### src/core/ivs_regs.svh
// Register offsets, reset values and vector constants of the interrupt vector sequencer
`ifndef IVS_REGS_SVH
`define IVS_REGS_SVH
`define IVS_ADDR_KEY_IRQ_SELECT 16'hFF54
`define IVS_ADDR_KEY_INPUT_COMPARE 16'hFF55
`define IVS_ADDR_FACTOR 16'hFF60
`define IVS_ADDR_MASK 16'hFF61
`define IVS_ADDR_STATUS 16'hFF62
`define IVS_ADDR_SP_ONE 16'hFF63
`define IVS_ADDR_SP_TWO 16'hFF64
`define IVS_ADDR_CORE 16'hFF65
`define IVS_RST_KEY_IRQ_SELECT 4'h0
`define IVS_RST_KEY_INPUT_COMPARE 4'hF
`define IVS_RST_MASK 5'h00
`define IVS_RST_SP 8'h00
`define IVS_VECTOR_PAGE 12'h010
`define IVS_VEC_WDT 4'h0
`define IVS_VEC_PTM 4'h2
`define IVS_VEC_SIF 4'h4
`define IVS_VEC_KEY 4'h6
`define IVS_VEC_CLK 4'h8
`define IVS_VEC_SWT 4'hA
`define IVS_STACK_BASE 16'h0000
`endif

### src/core/ivs_pkg.sv
// Types shared by the interrupt vector sequencer
package ivs_pkg;
    typedef enum logic [5:0] {
        IVS_IDLE = 6'b000001,
        IVS_WAIT = 6'b000010,
        IVS_FLAGS = 6'b000100,
        IVS_PUSH = 6'b001000,
        IVS_VECTOR = 6'b010000,
        IVS_DONE = 6'b100000
    } ivs_state_t;
    typedef struct packed {
        logic we;
        logic [15:0] addr;
        logic [15:0] wdata;
    } ivs_ram_req_t;
    typedef struct packed {
        logic load;
        logic [15:0] pc;
    } ivs_pc_load_t;
endpackage : ivs_pkg

### src/core/ivs_key_detect.sv
// Key input change detector: flags an edge on each selected key pin
`timescale 1ns/100ps
module ivs_key_detect
    import ivs_pkg::*;
#(
    parameter int KEYS = 4
) (
    input wire logic mclk,
    input wire logic resetn,
    input wire logic [KEYS-1:0] key_input_pins,
    input wire logic [KEYS-1:0] select,
    input wire logic [KEYS-1:0] compare,
    output logic [KEYS-1:0] edge_pulse
);
    logic [KEYS-1:0] match_q;
    logic [KEYS-1:0] match;
    // An edge is a loss of agreement between pin and compare level
    assign match = ~(key_input_pins ^ compare);
    genvar i;
    generate
        for (i = 0; i < KEYS; i++) begin : g_key
            always_ff @(posedge mclk or negedge resetn) begin
                if (!resetn) begin
                    match_q[i] <= 1'b1;
                    edge_pulse[i] <= 1'b0;
                end else begin
                    match_q[i] <= match[i];
                    // Only a match-to-mismatch change counts, and only if selected
                    edge_pulse[i] <= select[i] & match_q[i] & ~match[i];
                end
            end
        end
    endgenerate
endmodule : ivs_key_detect

### src/core/ivs_priority.sv
// Fixed priority encoder for the six interrupt classes
`timescale 1ns/100ps
`include "ivs_regs.svh"
module ivs_priority
    import ivs_pkg::*;
(
    input wire logic [5:0] req,
    output logic any,
    output logic [3:0] vec_low
);
    // Watchdog first, stopwatch last
    assign any = |req;
    assign vec_low = req[0] ? `IVS_VEC_WDT :
                     req[1] ? `IVS_VEC_PTM :
                     req[2] ? `IVS_VEC_SIF :
                     req[3] ? `IVS_VEC_KEY :
                     req[4] ? `IVS_VEC_CLK :
                     `IVS_VEC_SWT;
endmodule : ivs_priority

### src/core/ivs_sequencer.sv
// Interrupt vector sequencer: request gating, entry sequence and APB registers
`timescale 1ns/100ps
`include "ivs_regs.svh"
module ivs_sequencer
    import ivs_pkg::*;
#(
    parameter int KEYS = 4
) (
    // Clock and asynchronous reset
    input wire logic mclk,
    input wire logic resetn,

    // APB slave side; paddr is the byte address of the register
    input wire logic psel,
    input wire logic penable,
    input wire logic pwrite,
    input wire logic [15:0] paddr,
    input wire logic [31:0] pwdata,
    output logic [31:0] prdata,
    output logic pready,
    output logic pslverr,

    // Sources: one-cycle event pulses, a held watchdog level and the key pins
    input wire logic wdt_req,
    input wire logic ptm_event,
    input wire logic sif_event,
    input wire logic clk_event,
    input wire logic swt_event,
    input wire logic [KEYS-1:0] key_input_pins,

    // Core side: instruction boundary, next pc, flags and the enable instruction
    input wire logic instr_done,
    input wire logic [15:0] core_pc,
    input wire logic [7:0] core_flags,
    input wire logic core_ei_set,
    // Entry results: enable flag, saved flags, stack push, vector load, status
    output logic core_ei,
    output logic [7:0] saved_flags,
    output ivs_ram_req_t ram_req,
    output ivs_pc_load_t pc_load,
    output logic in_entry,
    output logic irq
);
    // Register file
    // Factor and mask: one bit per maskable class, in the order
    // ptm, sif, key, clk, swt
    // Set flags: which half of the stack pointer pair was written
    // since the last complete pair
    logic [KEYS-1:0] key_irq_select;
    logic [KEYS-1:0] key_input_compare;
    logic [4:0] factor;
    logic [4:0] mask;
    logic [7:0] stack_pointer_one;
    logic [7:0] stack_pointer_two;
    logic sp_one_set;
    logic sp_two_set;
    logic ei_flag;
    ivs_state_t state;
    ivs_state_t next_state;
    logic [3:0] latched_vec;
    logic [KEYS-1:0] key_edge;

    // APB decode; single access cycle so pready is always high
    // No wait states, so no transfer can stall the entry sequence
    // Full address compare: an alias would let a stray write reach
    // the stack pointers and block every interrupt
    // No byte lanes; each register takes the low bits of one word
    logic wr_en;
    logic rd_en;
    logic hit_sel;
    logic hit_cmp;
    logic hit_fac;
    logic hit_msk;
    logic hit_sts;
    logic hit_sp1;
    logic hit_sp2;
    logic hit_core;
    logic mapped;
    assign wr_en = psel & penable & pwrite;
    // Read data captured in the setup cycle, so it already stands
    // when the master samples it with pready in the access cycle
    assign rd_en = psel & ~penable & ~pwrite;
    assign hit_sel = paddr == `IVS_ADDR_KEY_IRQ_SELECT;
    assign hit_cmp = paddr == `IVS_ADDR_KEY_INPUT_COMPARE;
    assign hit_fac = paddr == `IVS_ADDR_FACTOR;
    assign hit_msk = paddr == `IVS_ADDR_MASK;
    assign hit_sts = paddr == `IVS_ADDR_STATUS;
    assign hit_sp1 = paddr == `IVS_ADDR_SP_ONE;
    assign hit_sp2 = paddr == `IVS_ADDR_SP_TWO;
    assign hit_core = paddr == `IVS_ADDR_CORE;
    assign mapped = hit_sel | hit_cmp | hit_fac | hit_msk | hit_sts | hit_sp1 | hit_sp2
                    | hit_core;
    // Always ready; a slower register would need a wait state here
    // and the master would simply hold its request
    assign pready = 1'b1;
    assign pslverr = psel & penable & ~mapped; // Unmapped addresses answer with an error

    // Key change detector
    // Pins taken as synchronous; only a departure from the compare
    // level on a selected pin is reported, one pulse per departure
    ivs_key_detect #(.KEYS(KEYS)) u_keys (
        .mclk(mclk),
        .resetn(resetn),
        .key_input_pins(key_input_pins),
        .select(key_irq_select),
        .compare(key_input_compare),
        .edge_pulse(key_edge)
    );

    // Source events in factor order: ptm, sif, key, clk, swt
    // The four key pins share one factor bit, as they share one vector
    // Events are pulses, so a source never holds a factor bit set itself
    logic [4:0] events;
    assign events = {swt_event, clk_event, |key_edge, sif_event, ptm_event};

    // Gating: both stack pointers must be set before anything is taken
    // The watchdog bypasses enable flag and mask, but not this gate:
    // before the pointers are valid a push would land at a random place
    // Limitation: the watchdog source must hold its level until entry
    logic sp_ready;
    logic [4:0] pending;
    logic [5:0] req;
    logic req_any;
    logic [3:0] req_vec;
    assign sp_ready = sp_one_set & sp_two_set;
    assign pending = factor & mask & {5{ei_flag}};
    assign req = {pending, wdt_req} & {6{sp_ready}};

    // Fixed priority pick among the gated requests; the winner is
    // latched at acceptance, not re-evaluated during the sequence
    ivs_priority u_prio (
        .req(req),
        .any(req_any),
        .vec_low(req_vec)
    );

    // Status word for software and the level interrupt output
    // The irq level ignores the enable flag on purpose, so a poller
    // still sees pending unmasked factors while interrupts are off
    // in_entry is high from the cycle after acceptance to the end of DONE
    logic [31:0] status_word;
    assign status_word = {24'h000000, in_entry, ei_flag, sp_two_set, sp_one_set, 4'h0};
    assign irq = |(factor & mask);
    assign core_ei = ei_flag;
    assign in_entry = state != IVS_IDLE;

    // Read mux
    // Unused bits and unmapped addresses read as zero; an unmapped
    // read also answers with pslverr
    logic [31:0] rd_mux;
    assign rd_mux = hit_sel ? {28'h0000000, key_irq_select} :
                    hit_cmp ? {28'h0000000, key_input_compare} :
                    hit_fac ? {27'h0000000, factor} :
                    hit_msk ? {27'h0000000, mask} :
                    hit_sts ? status_word :
                    hit_sp1 ? {24'h000000, stack_pointer_one} :
                    hit_sp2 ? {24'h000000, stack_pointer_two} :
                    hit_core ? {31'h00000000, ei_flag} :
                    32'h00000000;

    // Read data registered in the setup cycle
    // A flag that changes between setup and access shows on the next read
    // Holds its value until the next read, writes leave it alone
    always_ff @(posedge mclk or negedge resetn) begin
        if (!resetn) begin
            prdata <= 32'h00000000;
        end else if (rd_en) begin
            prdata <= rd_mux;
        end
    end

    // Key configuration and mask registers
    // Writes land at the access edge; a new select or compare level
    // acts from the next cycle
    always_ff @(posedge mclk or negedge resetn) begin
        if (!resetn) begin
            key_irq_select <= `IVS_RST_KEY_IRQ_SELECT;
            key_input_compare <= `IVS_RST_KEY_INPUT_COMPARE;
            mask <= `IVS_RST_MASK;
        end else if (wr_en) begin
            if (hit_sel) key_irq_select <= pwdata[KEYS-1:0];
            if (hit_cmp) key_input_compare <= pwdata[KEYS-1:0];
            if (hit_msk) mask <= pwdata[4:0];
        end
    end

    // Factor flags: a new event wins over a same-cycle write-one clear
    // Losing an event to a clear would drop an interrupt for good,
    // while a late clear only costs software one more write
    // Writing zero bits leaves the matching flags untouched
    logic [4:0] clr_mask;
    assign clr_mask = (wr_en & hit_fac) ? pwdata[4:0] : 5'h00;
    always_ff @(posedge mclk or negedge resetn) begin
        if (!resetn) begin
            factor <= 5'h00;
        end else begin
            factor <= (factor & ~clr_mask) | events;
        end
    end

    // Stack pointers; rewriting one half of a complete pair blocks
    // every request until the other half is written as well
    // Only the first pointer moves on a push; the second belongs to
    // the core's data stack and is never touched here
    always_ff @(posedge mclk or negedge resetn) begin
        if (!resetn) begin
            stack_pointer_one <= `IVS_RST_SP;
            stack_pointer_two <= `IVS_RST_SP;
            sp_one_set <= 1'b0;
            sp_two_set <= 1'b0;
        end else if (wr_en && hit_sp1) begin
            stack_pointer_one <= pwdata[7:0];
            sp_one_set <= 1'b1;
            sp_two_set <= sp_two_set & ~sp_one_set;
        end else if (wr_en && hit_sp2) begin
            stack_pointer_two <= pwdata[7:0];
            sp_two_set <= 1'b1;
            sp_one_set <= sp_one_set & ~sp_two_set;
        end else if (state == IVS_PUSH) begin
            stack_pointer_one <= stack_pointer_one - 8'h01;
        end
    end

    // Entry sequence state
    // IDLE: waits for a gated request
    // WAIT: the current instruction runs to its end
    // FLAGS: flags saved, enable cleared
    // PUSH: return address written; VECTOR: program counter loaded
    // DONE: one cycle for the core to fetch before a new acceptance
    always_comb begin
        next_state = state;
        unique case (state)
            IVS_IDLE: if (req_any) next_state = IVS_WAIT;
            IVS_WAIT: if (instr_done) next_state = IVS_FLAGS;
            IVS_FLAGS: next_state = IVS_PUSH;
            IVS_PUSH: next_state = IVS_VECTOR;
            IVS_VECTOR: next_state = IVS_DONE;
            IVS_DONE: next_state = IVS_IDLE;
        endcase
    end

    // Vector latched at acceptance so a later request cannot change it
    // A higher source arriving during WAIT is served by the next entry
    always_ff @(posedge mclk or negedge resetn) begin
        if (!resetn) begin
            state <= IVS_IDLE;
            latched_vec <= `IVS_VEC_WDT;
        end else begin
            state <= next_state;
            if (state == IVS_IDLE && req_any) latched_vec <= req_vec;
        end
    end

    // Interrupt enable flag: core sets it, entry clears it, a software write loads pwdata[0]
    // Entry clearing has precedence, so an enable instruction ending
    // in the same cycle cannot open the way to a nested entry
    // Saved flags hold until the next entry overwrites them
    always_ff @(posedge mclk or negedge resetn) begin
        if (!resetn) begin
            ei_flag <= 1'b0;
            saved_flags <= 8'h00;
        end else if (state == IVS_FLAGS) begin
            saved_flags <= core_flags;
            ei_flag <= 1'b0;
        end else if (core_ei_set) begin
            ei_flag <= 1'b1;
        end else if (wr_en && hit_core) begin
            ei_flag <= pwdata[0];
        end
    end

    // Stack push of the return address and the program counter load
    // Both outputs are registered one cycle behind their states; the
    // push uses the pointer value from before its decrement
    // The strobes stand for exactly one cycle each
    always_ff @(posedge mclk or negedge resetn) begin
        if (!resetn) begin
            ram_req <= '0;
            pc_load <= '0;
        end else begin
            ram_req.we <= state == IVS_PUSH;
            ram_req.addr <= `IVS_STACK_BASE + {8'h00, stack_pointer_one};
            ram_req.wdata <= core_pc;
            pc_load.load <= state == IVS_VECTOR;
            pc_load.pc <= {`IVS_VECTOR_PAGE, latched_vec};
        end
    end
endmodule : ivs_sequencer

### config.mk
export PLATFORM = sky130hd
export DESIGN_NAME = ivs_sequencer
export DESIGN_NICKNAME = d
export VERILOG_FILES = /design/src/core/ivs_pkg.sv /design/src/core/ivs_key_detect.sv /design/src/core/ivs_priority.sv /design/src/core/ivs_sequencer.sv
export VERILOG_INCLUDE_DIRS = /design/src /design/src/core
export SDC_FILE = /design/constraint.sdc
export NUM_CORES = 1
export LEC_CHECK = 0
export BUFFER_PORTS_ARGS = -buffer_cell sky130_fd_sc_hd__buf_2
export CAP_MARGIN = 10
export CORE_MARGIN = 4
export CORE_UTILIZATION = 44
export DETAILED_ROUTE_END_ITERATION = 6
export HOLD_SLACK_MARGIN = 0.06
export PLACE_DENSITY = 0.73
export SKIP_CTS_REPAIR_TIMING = 1
export SLEW_MARGIN = 20
export SYNTH_ARGS = -nofsm -noshare
export SYNTH_HDL_FRONTEND = slang
export SYNTH_HIERARCHICAL = 1
export SYNTH_SLANG_ARGS = --single-unit
### constraint.sdc
create_clock -name mclk -period 3.03 [get_ports mclk]
set_clock_uncertainty 0.15 [all_clocks]
set_input_delay 0.4545 -clock mclk [delete_from_list [all_inputs] [get_ports mclk]]
set_output_delay 0.4545 -clock mclk [all_outputs]
set_load 0.005 [all_outputs]
==> parameters.txt <==
Parameter                              Value

Outcome
  Status ... completed

STA
  Setup repair after global routing missed its margin ... false
  TNS Setup ... 0 ns
  Shortest period the worst path allows ... 2.54 ns
  Maximum operating frequency ... 0.393 GHz
  Slack of the critical path ... 0.486 ns
  Final hold violation count ... 0
  Final-report setup violation count ... 0
  Max-slew headroom at the worst pin ... 55.4%
  Worst Tran Pin Value ... 0.669 ns
  Fraction of the cycle the final worst path needs ... 84.0%
  Final hold slack ... 0.0960 ns
  Total count of max-transition violations in the final report ... 0

Worst setup path
  Arrival time of the worst setup path ... 1.94 ns
  Highest net fanout along the worst path ... 5
  Critical-path cell with the highest stage delay ... sky130_fd_sc_hd__or4_4
  Buffer and inverter count on the worst path ... 2
  Cell-by-cell trace of the critical path ... buf_2 > nand4bb_4 > or4_4 > o31ai_1 > o21ai_0 > and3_1 > buf_2
  CP delay by family, top ... simple AND/OR/NAND/NOR gates
  Worst stage delay on the critical path ... 0.60 ns
  Critical Path Sink Type ... output pin
  Required time at the endpoint of the critical path ... 2.43 ns
  Critical path launch point type ... input port
  Most frequent cell on the critical path ... sky130_fd_sc_hd__buf_2
  Setup Crit Path Kind ... input port to output pin

GRT
  First-pass GRT wire length ... 17300 um
  Number of global-route vias before repair ... 3478
  Remaining global-route overflow ... 0
  Global-route total usage across every layer ... 17.2%
  Antenna violations before repair ... 0
  Largest net degree at the start of global routing ... 54

Power and ir drop
  Peak ir drop on the vdd network ... 0.265 mV
  Overall Power ... 3.10 mW
  Pwr per Cell Area ... 557 nW/um2
  Static leakage ... 2.71 nW

Logic synthesis
  Fraction of registers with async set or reset after synthesis ... 100%
  Dominant register cell in the synthesized netlist ... sky130_fd_sc_hd__dfrtp_1
  Netlist area before placement ... 4670 um2
  Number of library cell types mapped by synthesis ... 54
  Synth Instances ... 434
  FF+latch count, synth ... 102
  Post-synthesis sequential area ratio ... 54.8%
  Syn Area/Cell ... 10.8 um2
  Post-synth EDFFs ... 0
  Synthesis warning total ... 6

Layout
  Relative area change from synthesis to final layout ... 19.2%
  Net count reported at finish ... 657
  Antenna diodes ... 0
  Layout cell share with drive strength beyond 1 ... 30.2%
  Fin util ... 54.0%
  Number of inserted filler cells in the final layout ... 900

Detailed routing
  First-pass iteration count of the detailed router ... 4
  Count of unresolved DRC violations after routing ... 0
  Vias per std cell ... 4.96
  Aggregate routed wire length ... 10800 um
  Antenna-violating nets left ... 0
  Detailed-route wire length per cell ... 15.2 um
  Starting DRC count in detailed routing ... 193
  Via count ... 3515

Clock network
  Clk_lat worst skew ... 0.37 ns
  CTS tree ... built
  Number of CTS-inserted buffers ... 9
  Clock-pin slew on the worst setup and hold paths ... 0.10 ns
  Clock sink total ... 102
  Root cell of the clock tree ... sky130_fd_sc_hd__clkbuf_8
  Largest buffer count on any clock path ... 2
  Number of levels the H-tree was split into ... 3

Floorplanning
  Chip width ... 111 um
  Effective utilization at floorplan ... 45.3%
  Die height ... 111 um
  Cell Rows ... 37
  Die Area ... 12300 um2
  Core ar. ... 10300 um2
  Boundary pin count ... 183

Placed design
  Quantity of I/O buffers inserted on ports ... 114
  Half-perimeter wire length after placement ... 8160 um
  Pre-CTS WS ... 0.448 ns
  Gp weighted congestion ... 0.846

Job
  Maximum Capacitance Violations ... 0

Hold path
  Min-delay worst type ... input port to register
-- cell type report --
type | instances | area [um2] | area share (%)
clock inverters | 4 | 32.5 | 0.584
flip-flops and latches | 102 | 2560 | 46.0
multi-input cells | 310 | 1850 | 33.2
inverters | 11 | 41.3 | 0.741
repair buffers | 134 | 778 | 14.0
clock buffers | 12 | 135 | 2.42
well taps | 136 | 170 | 3.05
-- cells in the mapped netlist (2+ instances only) --
master,count,area share (%)
sky130_fd_sc_hd__nand3_1,10,1.1
sky130_fd_sc_hd__clkbuf_1,5,0.40
sky130_fd_sc_hd__o31ai_1,4,0.64
sky130_fd_sc_hd__xnor2_1,9,1.7
sky130_fd_sc_hd__o211ai_1,2,0.32
sky130_fd_sc_hd__xor2_1,3,0.56
sky130_fd_sc_hd__a22oi_1,7,1.1
sky130_fd_sc_hd__nor2b_1,2,0.27
sky130_fd_sc_hd__conb_1,3,0.24
sky130_fd_sc_hd__nor3b_1,5,0.80
sky130_fd_sc_hd__mux2_2,22,5.3
sky130_fd_sc_hd__and3_1,4,0.54
sky130_fd_sc_hd__buf_2,2,0.21
sky130_fd_sc_hd__nand3b_1,3,0.48
sky130_fd_sc_hd__and2_1,4,0.54
sky130_fd_sc_hd__dfrtp_1,93,50
sky130_fd_sc_hd__buf_4,46,7.4
sky130_fd_sc_hd__o21ai_0,14,1.5
sky130_fd_sc_hd__nand2_1,62,5.0
sky130_fd_sc_hd__dfstp_2,9,5.1
sky130_fd_sc_hd__nand4_1,2,0.27
sky130_fd_sc_hd__nor3_1,9,0.96
sky130_fd_sc_hd__nor4_1,4,0.54
sky130_fd_sc_hd__nor2_1,37,3.0
sky130_fd_sc_hd__mux2i_1,6,1.3
sky130_fd_sc_hd__o221ai_1,4,0.75
sky130_fd_sc_hd__a21oi_1,22,2.4
sky130_fd_sc_hd__inv_1,10,0.80
sky130_fd_sc_hd__nor4_4,2,0.91
sky130_fd_sc_hd__a21o_1,4,0.64
sky130_fd_sc_hd__or4_4,2,0.48
-- per-layer routing --
metal	track usage [%]	wire length, um	vias up
met5	0	0	-
met4	5.35	119	0
met3	3.77	825	9
met2	28.4	5410	124
met1	22.9	4420	1724
li1	-	-	1658
-- final timing paths --
path / slack (ns) / cells after the start / end / startpoint
worst max-delay path: 0.49 / 7 / pslverr / paddr[3]
worst min-delay path: 0.1 / 2 / u_keys/match_q[2] / key_input_pins[2]
worst max register to register: 0.85 / 6 / stack_pointer_one[7] / state[5]
worst min register to register: 0.23 / 0 / pc_load[0] / latched_vec[0]
max in group asynchronous: 1.52 / 3 / u_keys/match_q[0] / resetn
min in group asynchronous: 0.51 / 2 / stack_pointer_one[0] / resetn
-- placed cells by master, fill, tap and decap left out, drive strengths merged, types with 4 or more instances in the layout --
cell,instances
and2,4
o221ai,4
xnor2,9
nor2,38
nor4,7
dlygate4sd3,17
inv,11
dfstp,9
conb,46
a22oi,7
a21oi,22
o31ai,4
clkbuf,12
mux2i,6
nand4,4
nor3,10
and3,4
buf,117
o21ai,15
nor3b,5
mux2,23
nand3,10
nand2,62
a21o,4
dfrtp,93
-- registers in the layout (all words and copies together), names as in the netlist, 5 cells and up --
register	flops
stack_pointer_one	8
saved_flags	8
stack_pointer_two	8
factor	5
state	6
pc_load	6
prdata	8
ram_req	25
mask	5
-- cell families (layout without fill, tap and decap cells) --
| group | Yosys count | count (layout) | share of synthesized area [%] |
|---|---|---|---|
| compound gates | 64 | 64 | 8.51 |
| flops | 102 | 102 | 54.8 |
| fa+ha+maj | 1 | 1 | 0.268 |
| xor+xnor | 12 | 12 | 2.25 |
| mux | 30 | 30 | 7.31 |
| other cells | 3 | 46 | 0.241 |
| simple gates | 157 | 157 | 17.6 |
| buf+inv | 65 | 161 | 8.97 |
-- per-stage QoR --
step | std cells | cell area, um2
floorplan | 477 | 4840
global placement | 676 | 5240
detailed placement | 676 | 5240
CTS | 692 | 5400
global route | 709 | 5570
finish | 709 | 5570
-- worst register-to-register path: cells and delay by family (launching register included) --
kind | cells | cell delay (ns)
compound gates | 2 | 0.44
xor+xnor | 1 | 0.16
flops | 1 | 0.47
simple gates | 3 | 0.88
-- where the power goes --
group          switching [mW]  leakage (nW)  internal [mW]
Combinational           0.332          1.36          0.295
Clock                   0.462        0.0825          0.306
Sequential              0.162          1.27           1.55
(Power assumes the default switching activity.)
